$ cat src/inc/ehcic_defs.svh
`ifndef EHCIC_DEFS_SVH
`define EHCIC_DEFS_SVH

// Register offset
`define EHCIC_CMD_OFFSET      8'h20

// Field positions
`define EHCIC_RUN_BIT         0
`define EHCIC_FRST_BIT        1
`define EHCIC_FLS_LO          2
`define EHCIC_FLS_HI          3
`define EHCIC_PSE_BIT         4
`define EHCIC_ASE_BIT         5
`define EHCIC_DOOR_BIT        6
`define EHCIC_LRST_BIT        7
`define EHCIC_ITC_LO          16
`define EHCIC_ITC_HI          23

// Reset values
`define EHCIC_ITC_RST         8'h08
`define EHCIC_FLS_RST         2'h0

// Implementation options
`define EHCIC_LIGHT_IMPL      1'b1
`define EHCIC_FLS_PROG        1'b0

// Reset lengths in ref_clk cycles; microframes per millisecond
`define EHCIC_FULL_RST_CYC    8'h10
`define EHCIC_LIGHT_RST_CYC   8'h08
`define EHCIC_UFRAME_PER_MS   8'h08

`endif

$ cat src/inc/ehcic_pkg.sv
package ehcic_pkg;

    typedef enum logic [1:0] {
        EHCIC_RST_IDLE  = 2'b00,
        EHCIC_RST_FULL  = 2'b01,
        EHCIC_RST_LIGHT = 2'b10
    } ehcic_rst_t;

    typedef logic [7:0]  ehcic_addr_t;
    typedef logic [31:0] ehcic_word_t;
    typedef logic [7:0]  ehcic_itc_t;

endpackage : ehcic_pkg

$ cat src/ehcic_command_reg.sv
`timescale 1ns/1ps
`default_nettype none
`include "ehcic_defs.svh"

module ehcic_command_reg
    import ehcic_pkg::*;
(
    // Clock and reset
    input  wire logic                  ref_clk,
    input  wire logic                  rstn,
    // Register port
    input  wire logic                  reg_wr,
    input  wire logic                  reg_rd,
    input  wire ehcic_pkg::ehcic_addr_t reg_addr,
    input  wire ehcic_pkg::ehcic_word_t reg_wdata,
    output ehcic_pkg::ehcic_word_t     reg_rdata,
    output logic                       reg_rvalid,
    // Schedule engine
    input  wire logic                  uframe_tick,
    input  wire logic                  evict_done,
    input  wire logic                  async_advance_irq_enable,
    input  wire logic                  irq_request,
    // Controls out
    output logic                       run_stop,
    output logic                       async_sched_enable,
    output logic                       periodic_sched_enable,
    output logic [1:0]                 frame_list_size,
    output ehcic_pkg::ehcic_itc_t      irq_threshold,
    output logic                       evict_request,
    output logic                       async_advance_flag,
    output logic                       halted_flag,
    output logic                       core_reset,
    output logic                       port_reset,
    output logic                       irq
);
    import ehcic_pkg::*;

    function automatic logic hits_cmd(input ehcic_addr_t addr);
        hits_cmd = (addr == `EHCIC_CMD_OFFSET);
    endfunction : hits_cmd

    ehcic_rst_t  rst_state_q;
    ehcic_rst_t  rst_state_d;
    logic [7:0]  rst_cnt_q;
    logic        cmd_wr;
    logic        in_reset;
    logic        rst_done;
    logic        door_q;
    logic        adv_pend_q;
    logic        thr_fired;
    logic        start_full;
    logic        start_light;
    ehcic_word_t rd_word;

    assign cmd_wr      = reg_wr && hits_cmd(reg_addr) && !in_reset;
    assign in_reset    = (rst_state_q != EHCIC_RST_IDLE);
    assign start_full  = cmd_wr && reg_wdata[`EHCIC_FRST_BIT];
    assign start_light = cmd_wr && !reg_wdata[`EHCIC_FRST_BIT]
                         && reg_wdata[`EHCIC_LRST_BIT] && `EHCIC_LIGHT_IMPL;

    // Reset sequencer
    always_comb begin
        rst_state_d = rst_state_q;
        rst_done    = 1'b0;
        unique case (rst_state_q)
            EHCIC_RST_IDLE: begin
                if (start_full) begin
                    rst_state_d = EHCIC_RST_FULL;
                end else if (start_light) begin
                    rst_state_d = EHCIC_RST_LIGHT;
                end
            end
            EHCIC_RST_FULL: begin
                if (rst_cnt_q == 8'h00) begin
                    rst_state_d = EHCIC_RST_IDLE;
                    rst_done    = 1'b1;
                end
            end
            EHCIC_RST_LIGHT: begin
                if (rst_cnt_q == 8'h00) begin
                    rst_state_d = EHCIC_RST_IDLE;
                    rst_done    = 1'b1;
                end
            end
            default: begin
                rst_state_d = EHCIC_RST_IDLE;
            end
        endcase
    end

    always_ff @(posedge ref_clk or negedge rstn) begin
        if (!rstn) begin
            rst_state_q <= EHCIC_RST_IDLE;
        end else begin
            rst_state_q <= rst_state_d;
        end
    end

    always_ff @(posedge ref_clk or negedge rstn) begin
        if (!rstn) begin
            rst_cnt_q <= 8'h00;
        end else if (start_full) begin
            rst_cnt_q <= `EHCIC_FULL_RST_CYC - 8'h01;
        end else if (start_light) begin
            rst_cnt_q <= `EHCIC_LIGHT_RST_CYC - 8'h01;
        end else if (rst_cnt_q != 8'h00) begin
            rst_cnt_q <= rst_cnt_q - 8'h01;
        end
    end

    // Core reset for both kinds; ports only on full reset
    always_ff @(posedge ref_clk or negedge rstn) begin
        if (!rstn) begin
            core_reset <= 1'b0;
            port_reset <= 1'b0;
        end else begin
            core_reset <= (rst_state_d != EHCIC_RST_IDLE);
            port_reset <= (rst_state_d == EHCIC_RST_FULL);
        end
    end

    // Run/stop and halted indication
    always_ff @(posedge ref_clk or negedge rstn) begin
        if (!rstn) begin
            run_stop    <= 1'b0;
            halted_flag <= 1'b1;
        end else begin
            if (start_full || start_light) begin
                run_stop <= 1'b0;
            end else if (cmd_wr) begin
                run_stop <= reg_wdata[`EHCIC_RUN_BIT];
            end
            halted_flag <= !run_stop;
        end
    end

    // Schedule enables
    always_ff @(posedge ref_clk or negedge rstn) begin
        if (!rstn) begin
            async_sched_enable    <= 1'b0;
            periodic_sched_enable <= 1'b0;
        end else if (start_full || start_light) begin
            async_sched_enable    <= 1'b0;
            periodic_sched_enable <= 1'b0;
        end else if (cmd_wr) begin
            async_sched_enable    <= reg_wdata[`EHCIC_ASE_BIT];
            periodic_sched_enable <= reg_wdata[`EHCIC_PSE_BIT];
        end
    end

    // Frame list size, held at zero unless programmable
    always_ff @(posedge ref_clk or negedge rstn) begin
        if (!rstn) begin
            frame_list_size <= `EHCIC_FLS_RST;
        end else if (start_full || start_light || !`EHCIC_FLS_PROG) begin
            frame_list_size <= `EHCIC_FLS_RST;
        end else if (cmd_wr) begin
            frame_list_size <= reg_wdata[`EHCIC_FLS_HI:`EHCIC_FLS_LO];
        end
    end

    // Interrupt threshold
    always_ff @(posedge ref_clk or negedge rstn) begin
        if (!rstn) begin
            irq_threshold <= `EHCIC_ITC_RST;
        end else if (start_full || start_light) begin
            irq_threshold <= `EHCIC_ITC_RST;
        end else if (cmd_wr) begin
            irq_threshold <= reg_wdata[`EHCIC_ITC_HI:`EHCIC_ITC_LO];
        end
    end

    // Doorbell: a new ring wins over the completion clear
    always_ff @(posedge ref_clk or negedge rstn) begin
        if (!rstn) begin
            door_q <= 1'b0;
        end else if (start_full || start_light) begin
            door_q <= 1'b0;
        end else if (cmd_wr && reg_wdata[`EHCIC_DOOR_BIT]) begin
            door_q <= 1'b1;
        end else if (evict_done) begin
            door_q <= 1'b0;
        end
    end

    always_ff @(posedge ref_clk or negedge rstn) begin
        if (!rstn) begin
            evict_request      <= 1'b0;
            async_advance_flag <= 1'b0;
        end else begin
            evict_request      <= door_q && !evict_done && !in_reset;
            async_advance_flag <= door_q && evict_done && !in_reset;
        end
    end

    // Advance interrupt held until the throttle fires
    always_ff @(posedge ref_clk or negedge rstn) begin
        if (!rstn) begin
            adv_pend_q <= 1'b0;
        end else if (in_reset) begin
            adv_pend_q <= 1'b0;
        end else if (async_advance_flag && async_advance_irq_enable) begin
            adv_pend_q <= 1'b1;
        end else if (thr_fired) begin
            adv_pend_q <= 1'b0;
        end
    end

    ehcic_irq_throttle u_throttle (
        .ref_clk       (ref_clk),
        .rstn          (rstn),
        .clear         (in_reset),
        .threshold     (irq_threshold),
        .uframe_tick   (uframe_tick),
        .event_pending (adv_pend_q || irq_request),
        .irq           (irq),
        .fired         (thr_fired)
    );

    // Read-back; reserved bits read as zero
    always_comb begin
        rd_word                                 = 32'h0000_0000;
        rd_word[`EHCIC_ITC_HI:`EHCIC_ITC_LO]     = irq_threshold;
        rd_word[`EHCIC_LRST_BIT]                = (rst_state_q == EHCIC_RST_LIGHT)
                                                  && `EHCIC_LIGHT_IMPL;
        rd_word[`EHCIC_DOOR_BIT]                = door_q;
        rd_word[`EHCIC_ASE_BIT]                 = async_sched_enable;
        rd_word[`EHCIC_PSE_BIT]                 = periodic_sched_enable;
        rd_word[`EHCIC_FLS_HI:`EHCIC_FLS_LO]     = frame_list_size;
        rd_word[`EHCIC_FRST_BIT]                = (rst_state_q == EHCIC_RST_FULL);
        rd_word[`EHCIC_RUN_BIT]                 = run_stop;
    end

    always_ff @(posedge ref_clk or negedge rstn) begin
        if (!rstn) begin
            reg_rdata  <= 32'h0000_0000;
            reg_rvalid <= 1'b0;
        end else begin
            reg_rvalid <= reg_rd;
            if (reg_rd) begin
                reg_rdata <= hits_cmd(reg_addr) ? rd_word : 32'h0000_0000;
            end
        end
    end

endmodule : ehcic_command_reg

`default_nettype wire

$ cat src/ehcic_irq_throttle.sv
`timescale 1ns/1ps
`default_nettype none

module ehcic_irq_throttle
    import ehcic_pkg::*;
(
    // Clock and reset
    input  wire logic          ref_clk,
    input  wire logic          rstn,
    // Control
    input  wire logic          clear,
    input  wire ehcic_pkg::ehcic_itc_t threshold,
    input  wire logic          uframe_tick,
    input  wire logic          event_pending,
    // Result
    output logic               irq,
    output logic               fired
);
    import ehcic_pkg::*;

    logic [7:0] uframe_cnt_q;
    logic       period_done;

    // Zero threshold is undefined; treat it like one microframe
    assign period_done = (uframe_cnt_q != 8'h00) && (uframe_cnt_q >= threshold);

    always_ff @(posedge ref_clk or negedge rstn) begin
        if (!rstn) begin
            uframe_cnt_q <= 8'h00;
        end else if (clear || fired) begin
            uframe_cnt_q <= 8'h00;
        end else if (uframe_tick && !period_done) begin
            uframe_cnt_q <= uframe_cnt_q + 8'h01;
        end
    end

    // At most one interrupt per threshold period
    always_ff @(posedge ref_clk or negedge rstn) begin
        if (!rstn) begin
            irq   <= 1'b0;
            fired <= 1'b0;
        end else begin
            fired <= !clear && !fired && period_done && event_pending;
            irq   <= !clear && !fired && period_done && event_pending;
        end
    end

endmodule : ehcic_irq_throttle

`default_nettype wire

$ cat config.mk
export PLATFORM = sky130hd
export DESIGN_NAME = ehcic_command_reg
export DESIGN_NICKNAME = d
export VERILOG_FILES = /design/src/inc/ehcic_pkg.sv /design/src/ehcic_command_reg.sv /design/src/ehcic_irq_throttle.sv
export VERILOG_INCLUDE_DIRS = /design/src /design/src/inc
export SDC_FILE = /design/constraint.sdc
export NUM_CORES = 1
export LEC_CHECK = 0
export BUFFER_PORTS_ARGS = -buffer_cell sky130_fd_sc_hd__buf_2
export CORE_ASPECT_RATIO = 0.8
export CORE_UTILIZATION = 53
export CTS_CLUSTER_SIZE = 30
export DETAILED_ROUTE_END_ITERATION = 12
export PLACE_DENSITY_LB_ADDON = 0.2
export SYNTH_ARGS = -nofsm -noshare
export SYNTH_HDL_FRONTEND = slang
export SYNTH_SLANG_ARGS = --single-unit
$ cat constraint.sdc
create_clock -name ref_clk -period 5.55 [get_ports ref_clk]
set_input_delay 0.555 -clock ref_clk [delete_from_list [all_inputs] [get_ports ref_clk]]
set_output_delay 0.555 -clock ref_clk [all_outputs]
set_load 0.005 [all_outputs]
* Yosys cells after proc, flatten, opt, wreduce, memory -nomap -nowiden
Cells that the tools add are included.
W data, S select, Z words.
** Word-level totals
- Output and inout port bits :: 52
- Word-level logic and storage cells :: 85
- Bits in registers :: 70
** Cells by class
- Eq/ne operators :: 4
- Reductions and logical operators :: 37
- Add/sub/neg operators :: 2
- Order comparisons :: 1
- Muxes and demuxes :: 24
** Operators with widths (count)
- $mux W8 :: 7
- $mux W24 :: 1
- $logic_and A1 B1 Y1 :: 16
- $reduce_bool A8 Y1 :: 2
- $mux W1 :: 12
- $reduce_bool A3 Y1 :: 3
- $add A8 B1 Y8 const B :: 1
- $eq A8 B6 Y1 const B :: 1
- $ge A8 B8 Y1 :: 1
- $logic_not A8 Y1 :: 1
- $reduce_bool A2 Y1 :: 4
- $sub A8 B1 Y8 const B :: 1
- $logic_not A1 Y1 :: 6
- $mux W2 :: 3
- $eq A2 B1 Y1 const B :: 2
- $pmux W2 S2 :: 1
- $logic_or A1 B1 Y1 :: 3
- $eq A2 B2 Y1 const B :: 1
- $logic_not A2 Y1 :: 1
- $reduce_or A2 Y1 :: 1

* Logic depth before layout (Yosys ltp)
Gate-level depths: netlist of the first run.
- Depth in word-level cells :: 9
- Mapped depth :: 8
- Mapped depth without buffers :: 7

* By module
From an unflattened synthesis of the first run, not the netlist that was laid out.
** Second synthesis, totals
- Cell total of the unflattened synthesis :: 284
- Area, all modules :: 2896.5 µm²
** Modules (own cells, without submodules)
- ehcic_command_reg :: seq. area each 1078.5 µm², area each 2087.0 µm², cells an instance 196, instances 1
- ehcic_irq_throttle :: seq. area each 225.2 µm², area each 809.5 µm², cells an instance 88, instances 1

* Worst setup path before layout of the first run
No wires, ideal clock.
- Path kind :: register to register
- Start point :: register u_throttle.uframe_cnt_q[5]
- End point :: register u_throttle.uframe_cnt_q[7]
- Setup slack :: 3.467 ns
- Cell stages (with the launch flop) :: 7
- Library setup time :: 0.079 ns
- Buffers on the path :: 0
- Arrival :: 2.003 ns
- Cell sequence :: dfrtp_1 -> ha_1 -> a21o_1 -> a2111oi_1 -> o21ai_1 -> a211oi_2 -> mux2i_1
** Between the ends
- Cells in the longest elaborated chain, start to end :: 5
- Elaborated cells between the ends (all ways) :: 9
** RTL lines
- start, declared :: line ehcic_irq_throttle.sv:21 : logic [7:0] uframe_cnt_q;
- start signal, assigned :: line ehcic_irq_throttle.sv:33 : uframe_cnt_q <= uframe_cnt_q + 8'h01;
- $ge A8 B8 Y1 or $reduce_bool A8 Y1 (tied branches) :: line ehcic_irq_throttle.sv:25 : assign period_done = (uframe_cnt_q != 8'h00) && (uframe_cnt_q >= threshold);
- $logic_and A1 B1 Y1 :: line ehcic_irq_throttle.sv:25
- $logic_not A1 Y1 :: line ehcic_irq_throttle.sv:32 : end else if (uframe_tick && !period_done) begin
- $logic_and A1 B1 Y1 :: line ehcic_irq_throttle.sv:32
- $reduce_bool A2 Y1 (no line)
Several ways; a longest one is shown, not always the timed one. The select of a mux whose other input is x is not followed.
A chain may end at the register's enable or synchronous reset.

* Worst setup path after layout of the first run
Same ends and word-level chain as after synthesis.

==> results of run 1 <==
## routing by layer
metal / vias to the layer above / wire length [um]
met5: - / 0
met4: 0 / 29
met3: 5 / 368
met2: 70 / 2370
met1: 976 / 2740
li1: 1035 / -
## stage by stage
stage	power (mW)	utilization, %	instances	worst slack [ps]
6_report	1.04	63.1	394	3150
2_1_floorplan	0.708	-	288	3470
5_1_grt	1.12	63.1	394	2980
3_5_place_dp	0.783	60.7	386	2990
4_1_cts	1.05	63.1	394	3170
3_3_place_gp	0.772	60.7	386	3090
## power by group through the flow
stage	Clock (mW)	Sequential, mW	Combinational [mW]
after floorplan	0	0.500	0.208
after global placement	0	0.515	0.258
after detailed placement	0	0.517	0.266
after CTS	0.273	0.510	0.267
after global routing	0.289	0.522	0.312
final	0.264	0.511	0.265
## worst min-delay path by stage
stage | to | slack, ps | cells past startpoint
after detailed placement | halted_flag | 430 | 1
after global placement | halted_flag | 420 | 1
after global routing | reg_rvalid | 340 | 1
after floorplan | adv_pend_q | 260 | 0
final | reg_rdata[1] | 340 | 2
after CTS | reg_rvalid | 350 | 1
## area by class of cell
cell class / instances / area, um2 / area share, %
clock buffer: 5 / 68.8 / 2.19
clock inverter: 3 / 47.5 / 1.51
inverter: 17 / 63.8 / 2.03
multi-input combinational: 193 / 1270 / 40.3
sequential: 52 / 1300 / 41.5
tap: 62 / 77.6 / 2.47
timing repair buffer: 62 / 313 / 9.96
## placed cells by master, fill, tap and decap left out, drive strengths merged, types with 6 or more instances in the layout
master	n
nand2	25
nor2	10
inv	17
buf	62
conb	20
a21oi	10
dfrtp	50
o21ai	21
ha	16
nand3	15
mux2i	6
nand2b	11
a22o	14
## critical path: cells and delay by family (launching register included)
family          cells  cell delay, ps
fa+ha+maj           1             330
flops               1             480
compound gates      4            1300
mux                 1             200
## flip-flops by register name (all words and copies together) (netlist names), 2 cells and up
name,cells
rst_cnt_q,8
u_throttle.uframe_cnt_q,8
irq_threshold,8
reg_rdata,14
rst_state_q,2
## cell families after synthesis
| logic type | count (synthesis) | synth area share [%] |
|---|---|---|
| AO/OA/AOI/OAI | 61 | 15.1 |
| adder cells (fa/ha/maj) | 16 | 7.31 |
| other | 1 | 0.137 |
| AND/OR/NAND/NOR | 87 | 17.9 |
| XOR/XNOR | 3 | 0.959 |
| multiplexers | 6 | 2.19 |
| buffers and inverters | 43 | 8.81 |
| flip-flops | 52 | 47.6 |
==> results by group, run 1 <==
Floorplanning
  – Die footprint: 5460 um2
  – Die Span X: about 80 um
  – Core Area: about 5000 um2
  – Starting Density: 55.0%
  – Row cnt: 23
  – Die height: 66.3 um
  – IO Pins: 100

Final layout
  – Ant. Diodes: 0
  – Fillers: about 420
  – Fin area: 3140 um2
  – Nets: ~400
  – Area grow syn2layout: 14.6%
  – Ratio of cells with drive above 1 in the final layout: between 20% and 30%

Detailed routing
  – 1st-pass router iterations: 4
  – Vias/cell: ~5.3
  – Drt drc: 0
  – Avg WL per Cell: 14.0 um
  – Antenna Nets Post-Route: 0
  – DR iter-0 viols: 104
  – Post-Route WL: 5.51 mm
  – Vias: 2,086

Power
  – Psw: 0.344 mW
  – Pwr Density: 331 nW/um2
  – Switching Fraction: 33.1%
  – Maximum vdd ir drop: 0.000257 V
  – Clock power share: about a quarter
  – Combinational Power Share: 25.5%
  – Register share of total power: between 40% and 50%
  – Total leakage power: 1.62 nW
  – Int Pwr: 0.696 mW

STA
  – Final setup fails: 0
  – Measured slew at the worst slew-check pin: approximately 1100 ps
  – RSZ-0062 raised after global routing: no
  – Total negative slack: 0 ps
  – Relative slew slack: 28.7%
  – Minimum clock period after layout: 2400 ps
  – Fmax: 417 MHz
  – Max-slew violation count: 0
  – Final Skew: 9.77 ps
  – Final hold violations: 0
  – Ratio of final minimum period to clock period: 43.2%
  – WHS: 344 ps

Clock network
  – H-tree depth reported by CTS: 2
  – Setup Buffers After CTS: 0
  – Clock slew at reported path FFs: 100 ps
  – CTS Root Cell: clkbuf_8
  – Hold buffers post-CTS: 0
  – Max Buffers Root-to-Sink: 2
  – TritonCTS clock tree: done
  – Worst skew pair latency: 300 ps
  – Post-CTS sizing: 0
  – Total clock sinks: 52
  – Num CTS Buffers: 5

Critical path
  – Crit path cell chain: ha_1 -> a21o_1 -> a2111oi_1 -> o21ai_1 -> a211oi_2 -> mux2i_1
  – CP Launch Point: u_throttle.uframe_cnt_q[5]
  – Startpoint types: register
  – Worst Reg-to-Reg Cells: 6
  – CP Class: register to register
  – CP max stage delay: 480 ps
  – CP Capture Point: u_throttle.uframe_cnt_q[7]
  – RR Startpoint: u_throttle.uframe_cnt_q[5]
  – Critical path peak fanout: 7
  – Critical Path Sink Type: register
  – Worst Path Arrival: 2620 ps
  – Worst R2R End: u_throttle.uframe_cnt_q[7]
  – Slowest cell on the critical path: dfrtp_1
  – Reg-to-reg slack, setup: 3150 ps
  – CP required: 5780 ps

Synth
  – Count of cell types in the netlist: 48
  – Post-synth EDFFs: 0
  – FFs w/ async S/R, synth: 100%
  – Commonest cells in the netlist: 50 x dfrtp_1, 25 x nand2_1, 20 x buf_4
  – Ys flop type: dfrtp_1
  – Post-synthesis cell count: between 200 and 300
  – Ys Warns: 0
  – Synth area leader: dfrtp_1
  – Average cell area after synthesis: 10.2 um2
  – Mapped Area: between 2000 and 3000 um2
  – FF+latch count, synth: 52
  – Most frequent cell after synthesis: dfrtp_1
  – Sequential area share after synthesis: 47.6%
  – Area share of the largest cell type after synthesis: 45.7%
  – Main area contributors after synthesis: dfrtp_1 46%, ha_1 7.3%, buf_4 5.5%

Min path
  – Worst Hold Class: input port to asynchronous set/reset pin

GRT
  – GRT met1 Usage: 33.2%
  – GRT busiest layer: met1
  – Met3 Track Usage GR: 5.66%
  – Largest net degree at the start of global routing: 53
  – GRT Overall Usage: a little under a quarter
  – Initial antenna violation count: 0
  – First-pass GRT wire length: between 9 and 10 mm
  – Remaining global-route overflow: 0
  – Met2 usage: around a third
  – Vias in the first global route: about 1,800

Status
  – Status: completed

Placement
  – Placement Cell Area: a little over 3000 um2
  – Hpwl dp: 4.07 mm
  – Routability-driven placement congestion ratio: about 0.85
  – Buffers on Ports: 61

Flow run
  – Max capacitance violation total: 0
(Power assumes the default switching activity.)
==> inputs of run 2 (changes only) <==
--- a/config.mk
+++ b/config.mk
@@ -6,9 +6,10 @@
 export SDC_FILE = /design/constraint.sdc
 export NUM_CORES = 1
 export LEC_CHECK = 0
+export ABC_AREA = 1
 export BUFFER_PORTS_ARGS = -buffer_cell sky130_fd_sc_hd__buf_2
 export CORE_ASPECT_RATIO = 0.8
-export CORE_UTILIZATION = 53
+export CORE_UTILIZATION = 50
 export CTS_CLUSTER_SIZE = 30
 export DETAILED_ROUTE_END_ITERATION = 12
 export PLACE_DENSITY_LB_ADDON = 0.2
==> constraint.sdc (replaced) <==
create_clock -name ref_clk -period 2.4 [get_ports ref_clk]
set_input_delay 0.24 -clock ref_clk [delete_from_list [all_inputs] [get_ports ref_clk]]
set_output_delay 0.24 -clock ref_clk [all_outputs]
set_load 0.005 [all_outputs]
==> results by group, run 2 <==
Detailed routing
  – Drt drc: 0 (unchanged)
  – DR iter-0 viols: 148 (+42%)
  – Avg WL per Cell: 12.1 um (-13%)
  – Vias: 2,409 (+15%)
  – Antenna Nets Post-Route: 0 (unchanged)
  – 1st-pass router iterations: 4 (unchanged)
  – Vias/cell: 4.90 (-7.5%)
  – Post-Route WL: 5.96 mm (+8.3%)

Placement
  – Buffers on Ports: 61 (unchanged)
  – Hpwl dp: 4.47 mm (+9.9%)
  – Routability-driven placement congestion ratio: 0.820 (-3.8%)
  – Dpl ws: 522 ps (-2470 ps)

Synth
  – Mapped Area: 2860 um2 (+4.3%)
  – Synth area leader: dfrtp_1
  – Commonest cells in the netlist: 79 x nand2_1, 50 x dfrtp_1, 50 x inv_1
  – FF+latch count, synth: 52 (unchanged)
  – Adder-Cell Fraction of Synth Area: 7.00% (-0.30 points)
  – Largest family of logic cells by synthesized area: simple AND/OR/NAND/NOR gates
  – Sequential area share after synthesis: 45.6% (-2.0 points)
  – Ys Warns: 0 (unchanged)
  – Main area contributors after synthesis: dfrtp_1 44%, nand2_1 10%, ha_1 7.0%
  – Area share of the largest cell type after synthesis: 43.8% (-1.9 points)
  – Count of cell types in the netlist: 32 (-33%)
  – FFs w/ async S/R, synth: 100% (unchanged)
  – Most frequent cell after synthesis: nand2_1
  – Synth Area in Simple Gates: 24.7% (+6.7 points)
  – Post-synthesis compound-gate area fraction: 8.58% (-6.5 points)
  – Ys flop type: dfrtp_1
  – Post-synthesis xor/xnor area fraction: 0.306% (-0.65 points)
  – Post-synth EDFFs: 0 (unchanged)
  – Post-synthesis cell count: 349 (+30%)
  – Average cell area after synthesis: 8.19 um2 (-20%)
  – Multiplexer area fraction after synthesis: 0% (-2.2 points)

Flow run
  – Max capacitance violation total: 0 (unchanged)

Clock network
  – TritonCTS clock tree: done
  – CTS Root Cell: clkbuf_8
  – Max Buffers Root-to-Sink: 2 (unchanged)
  – Clock slew at reported path FFs: 90 ps (about the same)
  – Hold buffers post-CTS: 1 (+1)
  – Post-CTS sizing: 0 (unchanged)
  – Num CTS Buffers: 5 (unchanged)
  – Worst skew pair latency: 310 ps (about the same)
  – Total clock sinks: 52 (unchanged)
  – Setup Buffers After CTS: 0 (unchanged)
  – H-tree depth reported by CTS: 2 (unchanged)

Critical path
  – Startpoint types: register
  – Critical path peak fanout: 9 (+2)
  – CP Launch Point: rst_state_q[0]
  – CP Capture Point: u_throttle.uframe_cnt_q[3]
  – Worst R2R End: u_throttle.uframe_cnt_q[3]
  – Worst Path Arrival: 2130 ps (-490 ps)
  – RR Startpoint: rst_state_q[0]
  – CP max stage delay: 430 ps (-50 ps)
  – CP required: 2650 ps (-3130 ps)
  – Slowest cell on the critical path: dfrtp_1
  – Reg-to-reg slack, setup: 520 ps (-2630 ps)
  – CP Class: register to register
  – WP depth: 9 (+3)
  – Delay-heaviest family, CP: simple AND/OR/NAND/NOR gates
  – Crit path cell chain: inv_1 -> ha_1 -> inv_2 -> nor2_4 -> inv_2 -> or2_1 -> nand2_8 -> nand2_1 -> nand2_1
  – CP Buf/Inv Count: 3 (+3)
  – Critical Path Sink Type: register
  – Worst Reg-to-Reg Cells: 9 (+3)

Final layout
  – Most common cell after layout, fill and taps aside: nand2_1
  – Most frequent cells in the layout: 79 x nand2_1, 61 x buf_2, 50 x inv_1, 50 x dfrtp_1, 32 x nand3_1
  – Max reg flops: 14 (unchanged)
  – Area grow syn2layout: 14.4%
  – Top reg by flops: reg_rdata
  – Final core utilization: 59.8% (-3.3 points)
  – Ratio of cells with drive above 1 in the final layout: 19.3% (-4.5 points)
  – Fillers: 528 (+25%)
  – Nets: 477 (+21%)
  – Ant. Diodes: 0 (unchanged)

STA
  – Final setup fails: 0 (unchanged)
  – Max-slew violation count: 0 (unchanged)
  – Relative slew slack: 54.9% (+26 points)
  – Fmax: 533 MHz (+28%)
  – Minimum clock period after layout: 1880 ps (-521 ps)
  – RSZ-0062 raised after global routing: no
  – Final worst setup slack: 524 ps (-2630 ps)
  – Measured slew at the worst slew-check pin: 672 ps (-392 ps)
  – Final Skew: 7.88 ps (-1.89 ps)
  – Total negative slack: 0 ps (unchanged)
  – Final hold violations: 0 (unchanged)
  – Ratio of final minimum period to clock period: 78.1% (+35 points)

Power
  – Total leakage power: 1.85 nW (+14%)
  – Pwr Density: 662 nW/um2 (+100%)
  – Maximum vdd ir drop: 0.000383 V (+49%)

GRT
  – Vias in the first global route: 2,236 (+22%)
  – Largest net degree at the start of global routing: 35 (-34%)
  – Remaining global-route overflow: 0 (unchanged)
  – Initial antenna violation count: 0 (unchanged)
  – First-pass GRT wire length: 10.2 mm (+12%)
  – GRT Overall Usage: 21.8% (-0.77 points)

Floorplanning
  – IO Pins: 100 (unchanged)
  – Die height: 69.6 um (+5.0%)
  – Core Area: 5470 um2 (+9.8%)
  – Starting Density: 52.3% (-2.7 points)
  – Row cnt: 24 (+4.3%)
  – Die footprint: 6030 um2 (+10%)
  – Die Span X: 86.5 um (+5.0%)

Status
  – Status: completed

Min path
  – Worst Hold Class: input port to register
  – HP Start: reg_rd
==> run 2: cell count changes after synthesis, sizes merged, moves of 6 or more <==
cell    previous run  this run
nand3             15        32
nand2             25        81
a22o              14         0
o31ai              0        12
mux2i              6         0
nor2              10        28
nand2b            11         0
inv               17        52
==> run 2: worst register-to-register path, stage by stage (launching register included) <==
cell,delay (ps)
dfrtp_1,430
inv_1,120
ha_1,290
inv_2,90
nor2_4,110
inv_2,90
or2_1,400
nand2_8,180
nand2_1,60
nand2_1,60
==> run 2: metrics by stage <==
stage / area (um2) / power (mW) / hold WS (ps) / std cells
3_3_place_gp: 3170 / 1.65 / 196 / 483
3_5_place_dp: 3170 / 1.67 / 196 / 483
4_1_cts: 3270 / 2.19 / 67.6 / 492
2_1_floorplan: 2930 / 1.53 / -55.6 / 368
5_1_grt: 3270 / 2.34 / 73.4 / 492
6_report: 3270 / 2.16 / 81.4 / 492
==> run 2: per-layer routing <==
layer	track usage [%]	share of wire (%)
met5	0	0
met2	34.5	45
met3	4.64	5.4
met4	7.96	1.4
met1	29.6	48
==> run 2: worst min-delay path by stage <==
| stage | slack, ps | end | depth (start not counted) |
|---|---|---|---|
| floorplan | -60 | adv_pend_q | 0 |
| global placement | 200 | periodic_sched_enable | 1 |
| detailed placement | 200 | periodic_sched_enable | 1 |
| CTS | 70 | reg_rvalid | 1 |
| global route | 70 | reg_rvalid | 1 |
| finish | 80 | reg_rvalid | 1 |
==> run 2: power breakdown <==
group	switching [mW]	internal [mW]	total, mW
logic	0.349	0.224	0.573
registers	0.0945	0.994	1.09
clock network	0.295	0.208	0.503
==> run 2: cell type report <==
cell class,instances,area [um2],area share [%]
clock buffers,6,72.6,2.22
clock inverters,2,16.3,0.498
inverters,53,199,6.08
multi-input cells,235,1230,37.8
flip-flops and latches,52,1300,39.9
well taps,78,97.6,2.99
repair buffers,66,345,10.6
==> run 2: kinds of logic (layout without fill, tap and decap cells) <==
| logic type | after synthesis | after routing |
|---|---|---|
| fa+ha+maj | 16 | 16 |
| simple gates | 157 | 157 |
| compound gates | 41 | 41 |
| flops | 52 | 52 |
| xor+xnor | 1 | 1 |
| buf+inv | 81 | 127 |
| other cells | 1 | 20 |
